===== config.mk =====
export PLATFORM = sky130hd
export DESIGN_NAME = csbpi_cpu_flat
export DESIGN_NICKNAME = d
export VERILOG_FILES = /design/src/rtl/csbpi_pkg.sv /design/src/rtl/csbpi_if.sv /design/src/rtl/csbpi_cpu.sv /design/src/flat_wrapper.sv
export SDC_FILE = /design/constraint.sdc
export NUM_CORES = 1
export LEC_CHECK = 0
export ABC_AREA = 0
export BUFFER_PORTS_ARGS = -buffer_cell sky130_fd_sc_hd__buf_2
export CAP_MARGIN = 20
export CORE_AREA = 4 4 118 120
export CTS_CLUSTER_SIZE = 12
export DETAILED_ROUTE_END_ITERATION = 12
export DIE_AREA = 0 0 122 124
export PLACE_DENSITY = 0.76
export SLEW_MARGIN = 10
export SYNTH_ARGS = -nofsm -noshare
export SYNTH_HDL_FRONTEND = slang
export SYNTH_SLANG_ARGS = --single-unit

===== constraint.sdc =====
create_clock -name sys_clk_i -period 1.6 [get_ports sys_clk_i]
set_input_delay 0.32 -clock sys_clk_i [delete_from_list [all_inputs] [get_ports sys_clk_i]]
set_output_delay 0.32 -clock sys_clk_i [all_outputs]
set_load 0.02 [all_outputs]

===== src/rtl/csbpi_pkg.sv =====
// Shared constants and types for the system bus pin interface
package csbpi_pkg;
  localparam int ADDR_W = 24;
  localparam int UPPER_W = 8;
  localparam int LANE_W = 4;
  localparam int CODE_W = 4;
  localparam int DATA_W = ADDR_W + UPPER_W;
  localparam logic [CODE_W-1:0] CODE_IDLE = 4'h0;
  localparam logic [LANE_W-1:0] LANES_NONE = 4'hf;
  // Reset/abort low time, in clocks, that separates abort from reset
  localparam int ABORT_CLKS = 1;
  localparam logic [3:0] ABORT_CNT = 4'(ABORT_CLKS);
  typedef enum logic [2:0] {CSB_IDLE, CSB_ADDR, CSB_DATA, CSB_WAIT, CSB_HELD} csbpi_state_t;
endpackage


===== src/rtl/csbpi_if.sv =====
// Pin-level carrier between the processor end and the system end
`timescale 1ns/100ps
`default_nettype none
interface csbpi_if;
  import csbpi_pkg::*;
  logic addr_strobe_n;
  logic addr_strobe_oe;
  logic transfer_dir;
  logic transfer_dir_oe;
  logic flow_pulse_n;
  logic [CODE_W-1:0] cycle_code;
  logic interlock_flag_n;
  logic user_mode;
  logic [LANE_W-1:0] byte_lane_en_n;
  logic byte_lane_oe;
  logic [DATA_W-1:0] ad_cpu;
  logic ad_cpu_oe;
  logic [DATA_W-1:0] ad_sys;
  logic ad_sys_oe;
  logic bus_grant_ack_n;
  logic hold_req_n;
  logic ready;
  logic int_req_n;
  logic nmi_req_n;
  logic reset_abort_n;
  logic strobe_or_float_cpu;
  logic strobe_or_float_cpu_oe;
  logic float_cmd_n;
  logic xlate_cpu;
  logic xlate_cpu_oe;
  logic xlate_sys;
  logic xlate_sys_oe;
  modport cpu (
    output addr_strobe_n, addr_strobe_oe, transfer_dir, transfer_dir_oe, flow_pulse_n,
    output cycle_code, interlock_flag_n, user_mode, byte_lane_en_n, byte_lane_oe,
    output ad_cpu, ad_cpu_oe, bus_grant_ack_n, strobe_or_float_cpu, strobe_or_float_cpu_oe,
    output xlate_cpu, xlate_cpu_oe,
    input ad_sys, ad_sys_oe, hold_req_n, ready, int_req_n, nmi_req_n, reset_abort_n,
    input float_cmd_n, xlate_sys, xlate_sys_oe
  );
  modport sys (
    input addr_strobe_n, addr_strobe_oe, transfer_dir, transfer_dir_oe, flow_pulse_n,
    input cycle_code, interlock_flag_n, user_mode, byte_lane_en_n, byte_lane_oe,
    input ad_cpu, ad_cpu_oe, bus_grant_ack_n, strobe_or_float_cpu, strobe_or_float_cpu_oe,
    input xlate_cpu, xlate_cpu_oe,
    output ad_sys, ad_sys_oe, hold_req_n, ready, int_req_n, nmi_req_n, reset_abort_n,
    output float_cmd_n, xlate_sys, xlate_sys_oe
  );
endinterface
`default_nettype wire


===== src/rtl/csbpi_cpu.sv =====
// Processor end of the system bus: cycle sequencer, hold, reset/abort, straps
`timescale 1ns/100ps
`default_nettype none
// Functional notes
// - Address strobe low starts each cycle
// - Direction low read, high write
// - One low flow pulse per instruction start
// - Four-bit cycle code, bit 0 LSB
// - Interlock flag low during interlocked instruction
// - Maskable and nonmaskable interrupt inputs
// - 24-bit address muxed with low data
// - Ready high ends the cycle
// - Ready low stretches the cycle
// - Hold request low releases the bus
// - Hold acknowledge low after bus released
// - Four active-low byte-lane enables
// - Reset/abort low one clock means abort
// - Low three clocks or longer resets; low exactly two clocks gives neither
// - Strobe/float pin role set by strap
// - Coprocessor transfers strobe on translation pin
// - Coprocessor signals completion on translation pin
// - Translation strap latched at reset release
// - Privilege output high user, low supervisor
// - Two-phase external clock source; here a single sys_clk_i clocks all the logic
// - Hold request timed before final state
// - Direction resumes after float withdrawn, same level
module csbpi_cpu
  import csbpi_pkg::*;
(
  // Clock and reset
  input wire logic sys_clk_i,
  input wire logic reset_n_i,
  // Pins
  csbpi_if.cpu pins,
  // Core request side
  input wire logic req_i,
  input wire logic req_write_i,
  input wire logic req_copro_i,
  input wire logic [ADDR_W-1:0] req_addr_i,
  input wire logic [DATA_W-1:0] req_wdata_i,
  input wire logic [LANE_W-1:0] req_lanes_i,
  input wire logic [CODE_W-1:0] req_code_i,
  input wire logic insn_start_i,
  input wire logic interlock_i,
  input wire logic user_mode_i,
  output logic req_ready_o,
  output logic done_o,
  output logic [DATA_W-1:0] rdata_o,
  output logic abort_o,
  output logic core_reset_o,
  output logic xlate_strap_o,
  output logic copro_done_o,
  output logic int_pend_o,
  output logic nmi_pend_o
);
  csbpi_state_t state;
  csbpi_state_t next_state;
  logic [2:0] rdy_s, hold_s, rst_s, flt_s, xl_s, int_s, nmi_s;
  logic rdy_q, hold_q, flt_q, xl_q, int_q, nmi_q;
  logic [3:0] low_cnt;
  logic in_reset;
  logic cyc_write, cyc_copro;
  logic [ADDR_W-1:0] cyc_addr;
  logic [DATA_W-1:0] cyc_wdata;
  logic [LANE_W-1:0] cyc_lanes;
  logic [CODE_W-1:0] cyc_code;
  logic nmi_prev, xl_prev;

  // --------------------------------------------------------------
  // Pin synchronisers: change accepted when stages 2 and 3 agree
  // --------------------------------------------------------------
  wire logic [6:0] raw = {pins.ready, ~pins.hold_req_n, pins.reset_abort_n,
                          pins.float_cmd_n, pins.xlate_sys, pins.int_req_n, pins.nmi_req_n};
  always_ff @(posedge sys_clk_i)
  begin
    rdy_s <= {rdy_s[1:0], raw[6]};
    hold_s <= {hold_s[1:0], raw[5]};
    rst_s <= {rst_s[1:0], raw[4]};
    flt_s <= {flt_s[1:0], raw[3]};
    xl_s <= {xl_s[1:0], raw[2]};
    int_s <= {int_s[1:0], raw[1]};
    nmi_s <= {nmi_s[1:0], raw[0]};
  end
  always_ff @(posedge sys_clk_i)
  begin
    if (!reset_n_i)
    begin
      rdy_q <= 1'b0;
      hold_q <= 1'b0;
      flt_q <= 1'b1;
      xl_q <= 1'b1;
      int_q <= 1'b1;
      nmi_q <= 1'b1;
    end
    else
    begin
      if (rdy_s[1] == rdy_s[2]) rdy_q <= rdy_s[2];
      if (hold_s[1] == hold_s[2]) hold_q <= hold_s[2];
      if (flt_s[1] == flt_s[2]) flt_q <= flt_s[2];
      if (xl_s[1] == xl_s[2]) xl_q <= xl_s[2];
      if (int_s[1] == int_s[2]) int_q <= int_s[2];
      if (nmi_s[1] == nmi_s[2]) nmi_q <= nmi_s[2];
    end
  end

  // --------------------------------------------------------------
  // Reset/abort discrimination by low-time count
  // --------------------------------------------------------------
  // Timed on stage 3 alone: the agree filter would swallow a one-clock abort
  wire logic rst_low = !rst_s[2];
  wire logic rst_release = rst_s[2] && low_cnt != 4'h0;
  wire logic long_low = low_cnt > ABORT_CNT;
  always_ff @(posedge sys_clk_i)
  begin
    if (!reset_n_i)
    begin
      low_cnt <= 4'h0;
      in_reset <= 1'b0;
      abort_o <= 1'b0;
      core_reset_o <= 1'b0;
      xlate_strap_o <= 1'b0;
    end
    else
    begin
      if (rst_low && !long_low) low_cnt <= low_cnt + 4'h1;
      else if (!rst_low) low_cnt <= 4'h0;
      in_reset <= rst_low && long_low;
      abort_o <= rst_release && low_cnt == ABORT_CNT;
      core_reset_o <= rst_low && long_low;
      if (rst_release && in_reset) xlate_strap_o <= xl_q;
    end
  end

  // --------------------------------------------------------------
  // Bus cycle sequencer
  // --------------------------------------------------------------
  wire logic stop = core_reset_o || abort_o;
  always_comb
  begin
    next_state = state;
    case (state)
      CSB_IDLE: if (hold_q) next_state = CSB_HELD;
                else if (req_i) next_state = CSB_ADDR;
      CSB_ADDR: next_state = CSB_DATA;
      CSB_DATA: next_state = rdy_q ? CSB_IDLE : CSB_WAIT;
      CSB_WAIT: if (rdy_q) next_state = CSB_IDLE;
      CSB_HELD: if (!hold_q) next_state = CSB_IDLE;
      default: next_state = CSB_IDLE;
    endcase
    if (stop) next_state = CSB_IDLE;
  end
  wire logic take = state == CSB_IDLE && next_state == CSB_ADDR;
  wire logic finish = (state == CSB_DATA || state == CSB_WAIT) && rdy_q && !stop;
  wire logic active = state == CSB_ADDR || state == CSB_DATA || state == CSB_WAIT;
  wire logic drive = state != CSB_HELD;
  wire logic floated = !xlate_strap_o && !flt_q;
  wire logic strobe_ph = (state == CSB_DATA || state == CSB_WAIT);
  // Code and lane qualifiers fall back to idle values when held, so no stale cycle shows
  wire logic cyc_next = next_state == CSB_ADDR || next_state == CSB_DATA
                        || next_state == CSB_WAIT;

  always_ff @(posedge sys_clk_i)
  begin
    if (!reset_n_i) state <= CSB_IDLE;
    else state <= next_state;
  end
  always_ff @(posedge sys_clk_i)
  begin
    if (!reset_n_i)
    begin
      cyc_write <= 1'b0;
      cyc_copro <= 1'b0;
      cyc_addr <= '0;
      cyc_wdata <= '0;
      cyc_lanes <= LANES_NONE;
      cyc_code <= CODE_IDLE;
    end
    else if (take)
    begin
      cyc_write <= req_write_i;
      cyc_copro <= req_copro_i;
      cyc_addr <= req_addr_i;
      cyc_wdata <= req_wdata_i;
      cyc_lanes <= ~req_lanes_i;
      cyc_code <= req_code_i;
    end
  end

  // --------------------------------------------------------------
  // Pin drivers, all registered
  // --------------------------------------------------------------
  always_ff @(posedge sys_clk_i)
  begin
    if (!reset_n_i)
    begin
      pins.addr_strobe_n <= 1'b1;
      pins.addr_strobe_oe <= 1'b1;
      pins.transfer_dir <= 1'b0;
      pins.transfer_dir_oe <= 1'b1;
      pins.cycle_code <= CODE_IDLE;
      pins.byte_lane_en_n <= LANES_NONE;
      pins.byte_lane_oe <= 1'b1;
      pins.ad_cpu <= '0;
      pins.ad_cpu_oe <= 1'b0;
      pins.bus_grant_ack_n <= 1'b1;
      pins.flow_pulse_n <= 1'b1;
      pins.interlock_flag_n <= 1'b1;
      pins.user_mode <= 1'b0;
      pins.strobe_or_float_cpu <= 1'b1;
      pins.strobe_or_float_cpu_oe <= 1'b0;
      pins.xlate_cpu <= 1'b1;
      pins.xlate_cpu_oe <= 1'b0;
      req_ready_o <= 1'b0;
      done_o <= 1'b0;
      rdata_o <= '0;
    end
    else
    begin
      pins.addr_strobe_n <= !(next_state == CSB_ADDR);
      pins.addr_strobe_oe <= next_state != CSB_HELD;
      pins.transfer_dir <= take ? req_write_i : cyc_write;
      // Re-driven as soon as float drops; the translator drives the same level
      pins.transfer_dir_oe <= next_state != CSB_HELD && !floated;
      pins.cycle_code <= take ? req_code_i : (cyc_next ? cyc_code : CODE_IDLE);
      pins.byte_lane_en_n <= take ? ~req_lanes_i
                            : (cyc_next ? cyc_lanes : LANES_NONE);
      pins.byte_lane_oe <= next_state != CSB_HELD;
      pins.ad_cpu <= take ? {{UPPER_W{1'b0}}, req_addr_i} : cyc_wdata;
      pins.ad_cpu_oe <= next_state == CSB_ADDR && !floated
                        || (active && next_state != CSB_IDLE && cyc_write && state != CSB_IDLE);
      pins.bus_grant_ack_n <= !(state == CSB_HELD && next_state == CSB_HELD);
      pins.flow_pulse_n <= !insn_start_i;
      pins.interlock_flag_n <= !interlock_i;
      pins.user_mode <= user_mode_i;
      pins.strobe_or_float_cpu <= !(strobe_ph && !cyc_copro);
      pins.strobe_or_float_cpu_oe <= xlate_strap_o && drive;
      pins.xlate_cpu <= !(strobe_ph && cyc_copro);
      pins.xlate_cpu_oe <= cyc_copro && active && !in_reset;
      req_ready_o <= next_state == CSB_IDLE && !hold_q && !stop;
      done_o <= finish;
      if (finish && !cyc_write) rdata_o <= pins.ad_sys;
    end
  end

  // --------------------------------------------------------------
  // Interrupt and coprocessor completion flags to the core
  // --------------------------------------------------------------
  always_ff @(posedge sys_clk_i)
  begin
    if (!reset_n_i)
    begin
      nmi_prev <= 1'b1;
      xl_prev <= 1'b1;
      int_pend_o <= 1'b0;
      nmi_pend_o <= 1'b0;
      copro_done_o <= 1'b0;
    end
    else
    begin
      nmi_prev <= nmi_q;
      xl_prev <= xl_q;
      int_pend_o <= !int_q;
      nmi_pend_o <= nmi_prev && !nmi_q;
      copro_done_o <= xl_prev && !xl_q && !active && !in_reset && low_cnt == 4'h0;
    end
  end
endmodule
`default_nettype wire


===== src/flat_wrapper.sv =====
// flat-port wrapper written by rule: the top's interface ports become plain ports
module csbpi_cpu_flat import csbpi_pkg::*;
  (sys_clk_i, reset_n_i, req_i, req_write_i, req_copro_i, req_addr_i, req_wdata_i, req_lanes_i, req_code_i, insn_start_i, interlock_i, user_mode_i, req_ready_o, done_o, rdata_o, abort_o, core_reset_o, xlate_strap_o, copro_done_o, int_pend_o, nmi_pend_o, pins_addr_strobe_n, pins_addr_strobe_oe, pins_transfer_dir, pins_transfer_dir_oe, pins_flow_pulse_n, pins_cycle_code, pins_interlock_flag_n, pins_user_mode, pins_byte_lane_en_n, pins_byte_lane_oe, pins_ad_cpu, pins_ad_cpu_oe, pins_bus_grant_ack_n, pins_strobe_or_float_cpu, pins_strobe_or_float_cpu_oe, pins_xlate_cpu, pins_xlate_cpu_oe, pins_ad_sys, pins_ad_sys_oe, pins_hold_req_n, pins_ready, pins_int_req_n, pins_nmi_req_n, pins_reset_abort_n, pins_float_cmd_n, pins_xlate_sys, pins_xlate_sys_oe);
  csbpi_if pins_i ();
  input wire logic sys_clk_i;
  input wire logic reset_n_i;
  input wire logic req_i;
  input wire logic req_write_i;
  input wire logic req_copro_i;
  input wire logic [ADDR_W-1:0] req_addr_i;
  input wire logic [DATA_W-1:0] req_wdata_i;
  input wire logic [LANE_W-1:0] req_lanes_i;
  input wire logic [CODE_W-1:0] req_code_i;
  input wire logic insn_start_i;
  input wire logic interlock_i;
  input wire logic user_mode_i;
  output logic req_ready_o;
  output logic done_o;
  output logic [DATA_W-1:0] rdata_o;
  output logic abort_o;
  output logic core_reset_o;
  output logic xlate_strap_o;
  output logic copro_done_o;
  output logic int_pend_o;
  output logic nmi_pend_o;
  output wire logic [$bits(pins_i.addr_strobe_n)-1:0] pins_addr_strobe_n;
  output wire logic [$bits(pins_i.addr_strobe_oe)-1:0] pins_addr_strobe_oe;
  output wire logic [$bits(pins_i.transfer_dir)-1:0] pins_transfer_dir;
  output wire logic [$bits(pins_i.transfer_dir_oe)-1:0] pins_transfer_dir_oe;
  output wire logic [$bits(pins_i.flow_pulse_n)-1:0] pins_flow_pulse_n;
  output wire logic [$bits(pins_i.cycle_code)-1:0] pins_cycle_code;
  output wire logic [$bits(pins_i.interlock_flag_n)-1:0] pins_interlock_flag_n;
  output wire logic [$bits(pins_i.user_mode)-1:0] pins_user_mode;
  output wire logic [$bits(pins_i.byte_lane_en_n)-1:0] pins_byte_lane_en_n;
  output wire logic [$bits(pins_i.byte_lane_oe)-1:0] pins_byte_lane_oe;
  output wire logic [$bits(pins_i.ad_cpu)-1:0] pins_ad_cpu;
  output wire logic [$bits(pins_i.ad_cpu_oe)-1:0] pins_ad_cpu_oe;
  output wire logic [$bits(pins_i.bus_grant_ack_n)-1:0] pins_bus_grant_ack_n;
  output wire logic [$bits(pins_i.strobe_or_float_cpu)-1:0] pins_strobe_or_float_cpu;
  output wire logic [$bits(pins_i.strobe_or_float_cpu_oe)-1:0] pins_strobe_or_float_cpu_oe;
  output wire logic [$bits(pins_i.xlate_cpu)-1:0] pins_xlate_cpu;
  output wire logic [$bits(pins_i.xlate_cpu_oe)-1:0] pins_xlate_cpu_oe;
  input wire logic [$bits(pins_i.ad_sys)-1:0] pins_ad_sys;
  input wire logic [$bits(pins_i.ad_sys_oe)-1:0] pins_ad_sys_oe;
  input wire logic [$bits(pins_i.hold_req_n)-1:0] pins_hold_req_n;
  input wire logic [$bits(pins_i.ready)-1:0] pins_ready;
  input wire logic [$bits(pins_i.int_req_n)-1:0] pins_int_req_n;
  input wire logic [$bits(pins_i.nmi_req_n)-1:0] pins_nmi_req_n;
  input wire logic [$bits(pins_i.reset_abort_n)-1:0] pins_reset_abort_n;
  input wire logic [$bits(pins_i.float_cmd_n)-1:0] pins_float_cmd_n;
  input wire logic [$bits(pins_i.xlate_sys)-1:0] pins_xlate_sys;
  input wire logic [$bits(pins_i.xlate_sys_oe)-1:0] pins_xlate_sys_oe;
  assign pins_addr_strobe_n = pins_i.addr_strobe_n;
  assign pins_addr_strobe_oe = pins_i.addr_strobe_oe;
  assign pins_transfer_dir = pins_i.transfer_dir;
  assign pins_transfer_dir_oe = pins_i.transfer_dir_oe;
  assign pins_flow_pulse_n = pins_i.flow_pulse_n;
  assign pins_cycle_code = pins_i.cycle_code;
  assign pins_interlock_flag_n = pins_i.interlock_flag_n;
  assign pins_user_mode = pins_i.user_mode;
  assign pins_byte_lane_en_n = pins_i.byte_lane_en_n;
  assign pins_byte_lane_oe = pins_i.byte_lane_oe;
  assign pins_ad_cpu = pins_i.ad_cpu;
  assign pins_ad_cpu_oe = pins_i.ad_cpu_oe;
  assign pins_bus_grant_ack_n = pins_i.bus_grant_ack_n;
  assign pins_strobe_or_float_cpu = pins_i.strobe_or_float_cpu;
  assign pins_strobe_or_float_cpu_oe = pins_i.strobe_or_float_cpu_oe;
  assign pins_xlate_cpu = pins_i.xlate_cpu;
  assign pins_xlate_cpu_oe = pins_i.xlate_cpu_oe;
  assign pins_i.ad_sys = pins_ad_sys;
  assign pins_i.ad_sys_oe = pins_ad_sys_oe;
  assign pins_i.hold_req_n = pins_hold_req_n;
  assign pins_i.ready = pins_ready;
  assign pins_i.int_req_n = pins_int_req_n;
  assign pins_i.nmi_req_n = pins_nmi_req_n;
  assign pins_i.reset_abort_n = pins_reset_abort_n;
  assign pins_i.float_cmd_n = pins_float_cmd_n;
  assign pins_i.xlate_sys = pins_xlate_sys;
  assign pins_i.xlate_sys_oe = pins_xlate_sys_oe;
  csbpi_cpu u_core (.sys_clk_i(sys_clk_i), .reset_n_i(reset_n_i), .pins(pins_i), .req_i(req_i), .req_write_i(req_write_i), .req_copro_i(req_copro_i), .req_addr_i(req_addr_i), .req_wdata_i(req_wdata_i), .req_lanes_i(req_lanes_i), .req_code_i(req_code_i), .insn_start_i(insn_start_i), .interlock_i(interlock_i), .user_mode_i(user_mode_i), .req_ready_o(req_ready_o), .done_o(done_o), .rdata_o(rdata_o), .abort_o(abort_o), .core_reset_o(core_reset_o), .xlate_strap_o(xlate_strap_o), .copro_done_o(copro_done_o), .int_pend_o(int_pend_o), .nmi_pend_o(nmi_pend_o));
endmodule

Word-level counts from Yosys, hierarchy flattened
Index checks and enable logic that the tools add are counted.

word-level totals
  logic and storage cells = 146
  bits in registers = 170

cells by class
  bitwise logic cells = 3
  equal/unequal tests = 17
  reductions and logical operators = 63
  mux-type cells = 14
  order comparisons = 1
  $add $sub $neg = 1

operator list
  kind                                                 number
  logical AND 1 bit                                    28
  two-way mux 24 bit                                   1
  two-way mux 4 bit                                    6
  zero test 1 bit                                      20
  two-way mux 3 bit                                    5
  one-hot mux 3 bit (5 select lines)                   1
  == test 3 x 2 -> 1 bit (second input constant)       4
  logical OR 1 bit                                     7
  == test 1 bit                                        6
  == test 3 x 1 -> 1 bit (second input constant)       2
  == test 3 bit (second input constant)                2
  zero test 3 bit                                      2
  != test 3 bit (second input constant)                2
  nonzero test 3 bit                                   2
  adder 4 x 1 -> 4 bit (second input constant)         1
  == test 4 x 1 -> 1 bit (second input constant)       1
  > comparator 4 x 1 -> 1 bit (second input constant)  1
  zero test 4 bit                                      1
  inverter 4 bit                                       1
  nonzero test 4 bit                                   1
  two-way mux 2 bit                                    1
  inverter 1 bit                                       2
  nonzero test 2 bit                                   1
  OR reduction 2 bit                                   1

Logic depth before layout (Yosys ltp)
  depth after elaboration = 9
  depth in mapped cells = 7
  depth with buffers taken out = 5

Worst setup path after synthesis
OpenSTA, ideal clock, no wires.

  path kind = flip-flop to flip-flop
  from = reg u_core.state[1]
  to = reg u_core.cyc_copro
  arrival time = 1.515 ns
  cell stages (with the launch flop) = 7
  required time = 1.483 ns
  setup slack = -0.032 ns
  buffers on the path = 3
  library setup time = 0.117 ns
  cell sequence = dfxtp_1 buf_2 nor4b_4 a21oi_2 buf_4 buf_6 a22o_1

between the ends
  word-level cells in the longest chain between the ends = 6

RTL lines
  element                             line              RTL
  from (decl)                         csbpi_cpu.sv:56   csbpi_state_t state;
  from (signal assigned)              csbpi_cpu.sv:165  else state <= next_state;
  two-way mux 3 bit                   csbpi_cpu.sv:143  else if (req_i) next_state = CSB_ADDR;
  two-way mux 3 bit                   csbpi_cpu.sv:142  CSB_IDLE: if (hold_q) next_state = CSB_HELD;
  one-hot mux 3 bit (5 select lines)  csbpi_cpu.sv:141  case (state)
  two-way mux 3 bit                   csbpi_cpu.sv:150  if (stop) next_state = CSB_IDLE;
  == test 3 x 1 -> 1 bit              csbpi_cpu.sv:152  wire logic take = state == CSB_IDLE && next_state == CSB_ADDR;
  logical AND 1 bit *                 csbpi_cpu.sv:152
  to (signal assigned)                csbpi_cpu.sv:181  cyc_copro <= req_copro_i;
  to (decl)                           csbpi_cpu.sv:62   logic cyc_write, cyc_copro;

Every way passes the cells marked *; elsewhere a longest branch is shown, timed or not.
A chain may end at the register's enable or synchronous reset.

Final worst setup path
  from = reg u_core.hold_q
  to = reg u_core.cyc_wdata[13]

between the ends
  word-level cells in the longest chain between the ends = 5

RTL lines
  element                               line                                RTL
  from (decl)                           csbpi_cpu.sv:59                     logic rdy_q, hold_q, flt_q, xl_q, int_q, nmi_q;
  from (signal assigned)                csbpi_cpu.sv:98                     if (hold_s[1] == hold_s[2]) hold_q <= hold_s[2];
  two-way mux 3 bit (on tied branches)  csbpi_cpu.sv:147, csbpi_cpu.sv:142
  one-hot mux 3 bit (5 select lines) *  csbpi_cpu.sv:141
  two-way mux 3 bit *                   csbpi_cpu.sv:150
  == test 3 x 1 -> 1 bit *              csbpi_cpu.sv:152
  logical AND 1 bit *                   csbpi_cpu.sv:152
  to (signal assigned)                  csbpi_cpu.sv:183                    cyc_wdata <= req_wdata_i;
  to (decl)                             csbpi_cpu.sv:64                     logic [DATA_W-1:0] cyc_wdata;

Marks and branches as above.

==> impl_summary.txt <==
----------------------------------------------------
[Floorplanning]
  Standard-cell row count ... 42
  Die boundary width ... around 120 um
  Number of placed I/O pins ... 207
  Area of the core ... ~0.013 mm2
  Die extent in y ... about 120 um
  Full die area ... between 0.015 and 0.02 mm2
  Initial standard-cell utilization of the core ... a little over two fifths

[Critical path]
  Delay of the slowest cell on the worst path ... around 350 ps
  Critical-path maximum fanout ... 16
  Crit path kind ... flop to flop
  Total stage count of the critical path ... 5
  Startpoint type of the worst setup path ... flop
  Crit-path cells ... buf_6 > nor4b_4 > a21oi_4 > clkbuf_16 > a22o_1
  Reg2reg setup slack ... about 27 ps
  FF-to-FF path depth ... 5
  WP data arrival ... 1870 ps
  CP Buf/Inv Count ... 2
  Nature of the critical path endpoint ... flop
  Family of cells with the greatest summed delay on the critical path ... compound AO/OA/AOI/OAI gates
  Critical-path cell with the highest stage delay ... sky130_fd_sc_hd__nor4b_4
  Crit Reg-Reg Startpoint ... u_core.hold_q
  Req. time, crit path ... around 1900 ps
  Capturing point of the worst reg2reg path ... u_core.cyc_wdata[13]

[Synthesis]
  Share of flip-flops with an asynchronous set or reset ... 0%
  Number of enable-type register cells in the synthesized netlist ... 0
  Share of the yosys chip area belonging to registers ... a little over three fifths
  Net Count, Synth ... around 620
  Most frequently used cell type in the post-synthesis netlist ... sky130_fd_sc_hd__dfxtp_1
  Main area contributors after synthesis ... sky130_fd_sc_hd__dfxtp_1 62%, sky130_fd_sc_hd__a22o_1 9.3%, sky130_fd_sc_hd__a21oi_1 4.9%, sky130_fd_sc_hd__o21ai_0 4.7%, sky130_fd_sc_hd__nand3_1 3.8%
  Post-synthesis cell type with the largest combined area ... sky130_fd_sc_hd__dfxtp_1
  Flops & latches, synth ... 170
  Combined area of all synthesized cells ... about 0.0055 mm2
  Syn Area/Cell ... roughly 11 um2
  Most frequently used flop master after synthesis ... sky130_fd_sc_hd__dfxtp_1
  Top cell type's share of synthesized area ... 62.4%
  Most numerous cell types in the synthesized netlist ... 170 x sky130_fd_sc_hd__dfxtp_1, 58 x sky130_fd_sc_hd__a22o_1, 53 x sky130_fd_sc_hd__a21oi_1
  Mapped Cells ... slightly above 500
  Distinct cells, synth ... 42
  YS warnings ... 0

[Timing]
  Fin. max-slew vios ... 0
  RSZ-0062 raised after global routing ... no
  Shortest period the worst path allows ... around 1600 ps
  Measured slew at the worst slew-check pin ... around 440 ps
  Final hold viol count ... 0
  Tcrit/Tclk final ... 98.3%
  FMAX ... 0.636 GHz
  Total of endpoints with negative setup slack in the final report ... 0
  Worst setup skew after layout ... roughly 6.9 ps
  Relative slew slack ... a little under three quarters

[CTS]
  Count of H-tree levels built during CTS ... 4
  Maximum buffer depth of the clock tree ... 2
  Buffer type at the clock tree root ... sky130_fd_sc_hd__clkbuf_16
  Clock latency of the later-clocked register in the worst-skew pair ... between 400 and 500 ps
  Total CTS buffers ... 17
  CTS clk-pin slew, worst paths ... about 60 ps
  TritonCTS clock tree ... built
  Total number of clock tree sinks ... 170

[Layout]
  Final Net Count ... 847
  Post-route design area ... roughly 0.0076 mm2
  Ant. Diodes ... 0
  Synthesis-to-finish area growth ... 38.9%
  Number of non-filler instances in the completed layout ... approximately 920
  Share of post-route cells with drive strength above 1 ... between 30% and 40%

[Placement]
  Placed cells ... 874
  Routability congestion estimate ... 0.760
  IO Port Bufs ... 204
  DP Area ... 0.00673 mm2
  Final HPWL DP ... between 9000 and 10000 um

[Power and ir drop]
  P per Cell Area ... between 1000 and 1500 mW/mm2
  LEAKAGE ... 3.43 nW
  Peak supply drop ... slightly below 700 uV

[Detailed routing]
  Post-DRT Antenna Nets ... 0
  Final WL ... 14500 um
  Iteration count of the initial detailed-routing pass ... 5
  Vias ... between 4000 and 5000
  Average wire per standard cell ... about 16 um
  Number of DRC markers in iteration 0 ... 359
  Average vias per placed instance ... 5.08
  Post-route DRC ... 0

[GRT]
  Vias in the first global route ... around 4400
  First-pass GRT wire length ... around 21000 um
  Maximum number of pins on one net before global-route repair ... 67
  GRT Overall Usage ... 17.9%
  Total grt overflow ... 0
  Antenna violations before repair ... 1

[Worst hold path]
  Capture endpoint of the worst hold path ... u_core.hold_s[0]
  Startpoint of the most critical hold path ... pins_hold_req_n
  Min-delay worst type ... input port to flop
  Hold Crit Depth ... 2

[Run]
  Max-cap check violation count ... 0

[Outcome]
  Result of the run ... finished, final reports clean

----------------------------------------------------
==> state kept, by name, indices dropped and copies added, names as in the netlist, 3 cells and up <==
register	flops
u_core.int_s	3
u_core.rdy_s	3
u_core.pins.ad_cpu	32
u_core.pins.cycle_code	4
u_core.rdata_o	32
u_core.cyc_wdata	32
u_core.nmi_s	3
u_core.rst_s	3
u_core.flt_s	3
u_core.hold_s	3
u_core.cyc_code	4
u_core.state	3
u_core.cyc_lanes	4
u_core.xl_s	3
u_core.pins.byte_lane_en_n	4
u_core.low_cnt	4
==> power breakdown <==
part / switching, mW / total (mW) / internal [mW]
logic: 0.648 / 1.17 / 0.521
clock network: 1.60 / 4.07 / 2.46
registers: 0.109 / 4.60 / 4.49
==> kinds of logic (layout without fill, tap and decap cells) <==
kind of cell / after synthesis / in the layout / synth area share (%)
buffers and inverters: 50 / 287 / 5.05
adders and majority gates: 4 / 4 / 0.918
and+or+nand+nor: 111 / 111 / 11.4
AOI/OAI and AO/OA: 171 / 171 / 20.2
DFF: 170 / 170 / 62.4
==> placed cells by master, fill, tap and decap left out, types with 3 or more instances in the layout <==
master,synthesis,routed
sky130_fd_sc_hd__a211oi_1,4,4
sky130_fd_sc_hd__a21oi_1,53,53
sky130_fd_sc_hd__a22o_1,58,58
sky130_fd_sc_hd__and2_1,9,9
sky130_fd_sc_hd__buf_12,1,5
sky130_fd_sc_hd__buf_2,2,204
sky130_fd_sc_hd__buf_4,7,20
sky130_fd_sc_hd__buf_6,4,5
sky130_fd_sc_hd__clkbuf_16,0,20
sky130_fd_sc_hd__clkbuf_8,0,4
sky130_fd_sc_hd__clkinv_2,0,3
sky130_fd_sc_hd__clkinvlp_4,0,3
sky130_fd_sc_hd__dfxtp_1,170,167
sky130_fd_sc_hd__dfxtp_2,0,3
sky130_fd_sc_hd__dlygate4sd3_1,0,6
sky130_fd_sc_hd__ha_1,4,4
sky130_fd_sc_hd__inv_1,11,11
sky130_fd_sc_hd__nand2_1,10,10
sky130_fd_sc_hd__nand2b_1,5,5
sky130_fd_sc_hd__nand3_1,41,41
sky130_fd_sc_hd__nor2_1,20,20
sky130_fd_sc_hd__nor3_2,1,3
sky130_fd_sc_hd__o21ai_0,51,43
sky130_fd_sc_hd__o21ai_1,0,7
sky130_fd_sc_hd__or2_2,3,3
==> layer usage <==
metal	vias up	global-route usage [%]	wire [um]
li1	2255	-	-
met1	2171	21.0	5660
met2	217	30.4	7330
met3	22	5.77	1320
met4	2	7.21	232
met5	-	0	7
==> cell type report <==
class | count | area, um2
tap | 176 | 220
multi-input combinational | 286 | 1840
sequential | 170 | 3410
clock inverter | 10 | 115
inverter | 12 | 45.0
fill | 1088 | 5410
timing repair buffer | 243 | 1460
clock buffer | 22 | 484
==> worst max-delay path by stage <==
stage                                         end          start
finish                       u_core.cyc_wdata[13]  u_core.hold_q
global route               u_core.pins.ad_cpu[23]  u_core.hold_q
CTS                 u_core.pins.byte_lane_en_n[2]  u_core.hold_q
detailed placement  u_core.pins.byte_lane_en_n[2]          req_i
global placement    u_core.pins.byte_lane_en_n[0]      reset_n_i
floorplan                    u_core.cyc_wdata[31]      reset_n_i
==> metrics by stage <==
| stage | power [mW] | utilization (%) | setup slack [ps] | TNS [ps] | hold WS, ps |
|---|---|---|---|---|---|
| detailed placement | 5.73 | 51.9 | -103 | -1610 | 315 |
| CTS | 9.83 | 57.0 | 8.49 | 0 | 39.0 |
| floorplan | 5.31 | - | 6.75 | 0 | 310 |
| finish | 9.84 | 58.3 | 26.8 | 0 | 57.7 |
| global route | 10.3 | 58.3 | 1.22 | 0 | 46.1 |
| global placement | 5.69 | 51.9 | -45.0 | -490 | 314 |
==> repair_timing <==
item / in CTS / in global routing
pin swaps: 0 / 14
hold buffers: 6 / 0
setup endpoints to repair: 19 / 75
endpoints found under the hold margin: 6 / 0
gates cloned: 0 / 6
setup buffers: 0 / 1
resized for setup: 2 / 21
Power figures use the tool's default switching activity.
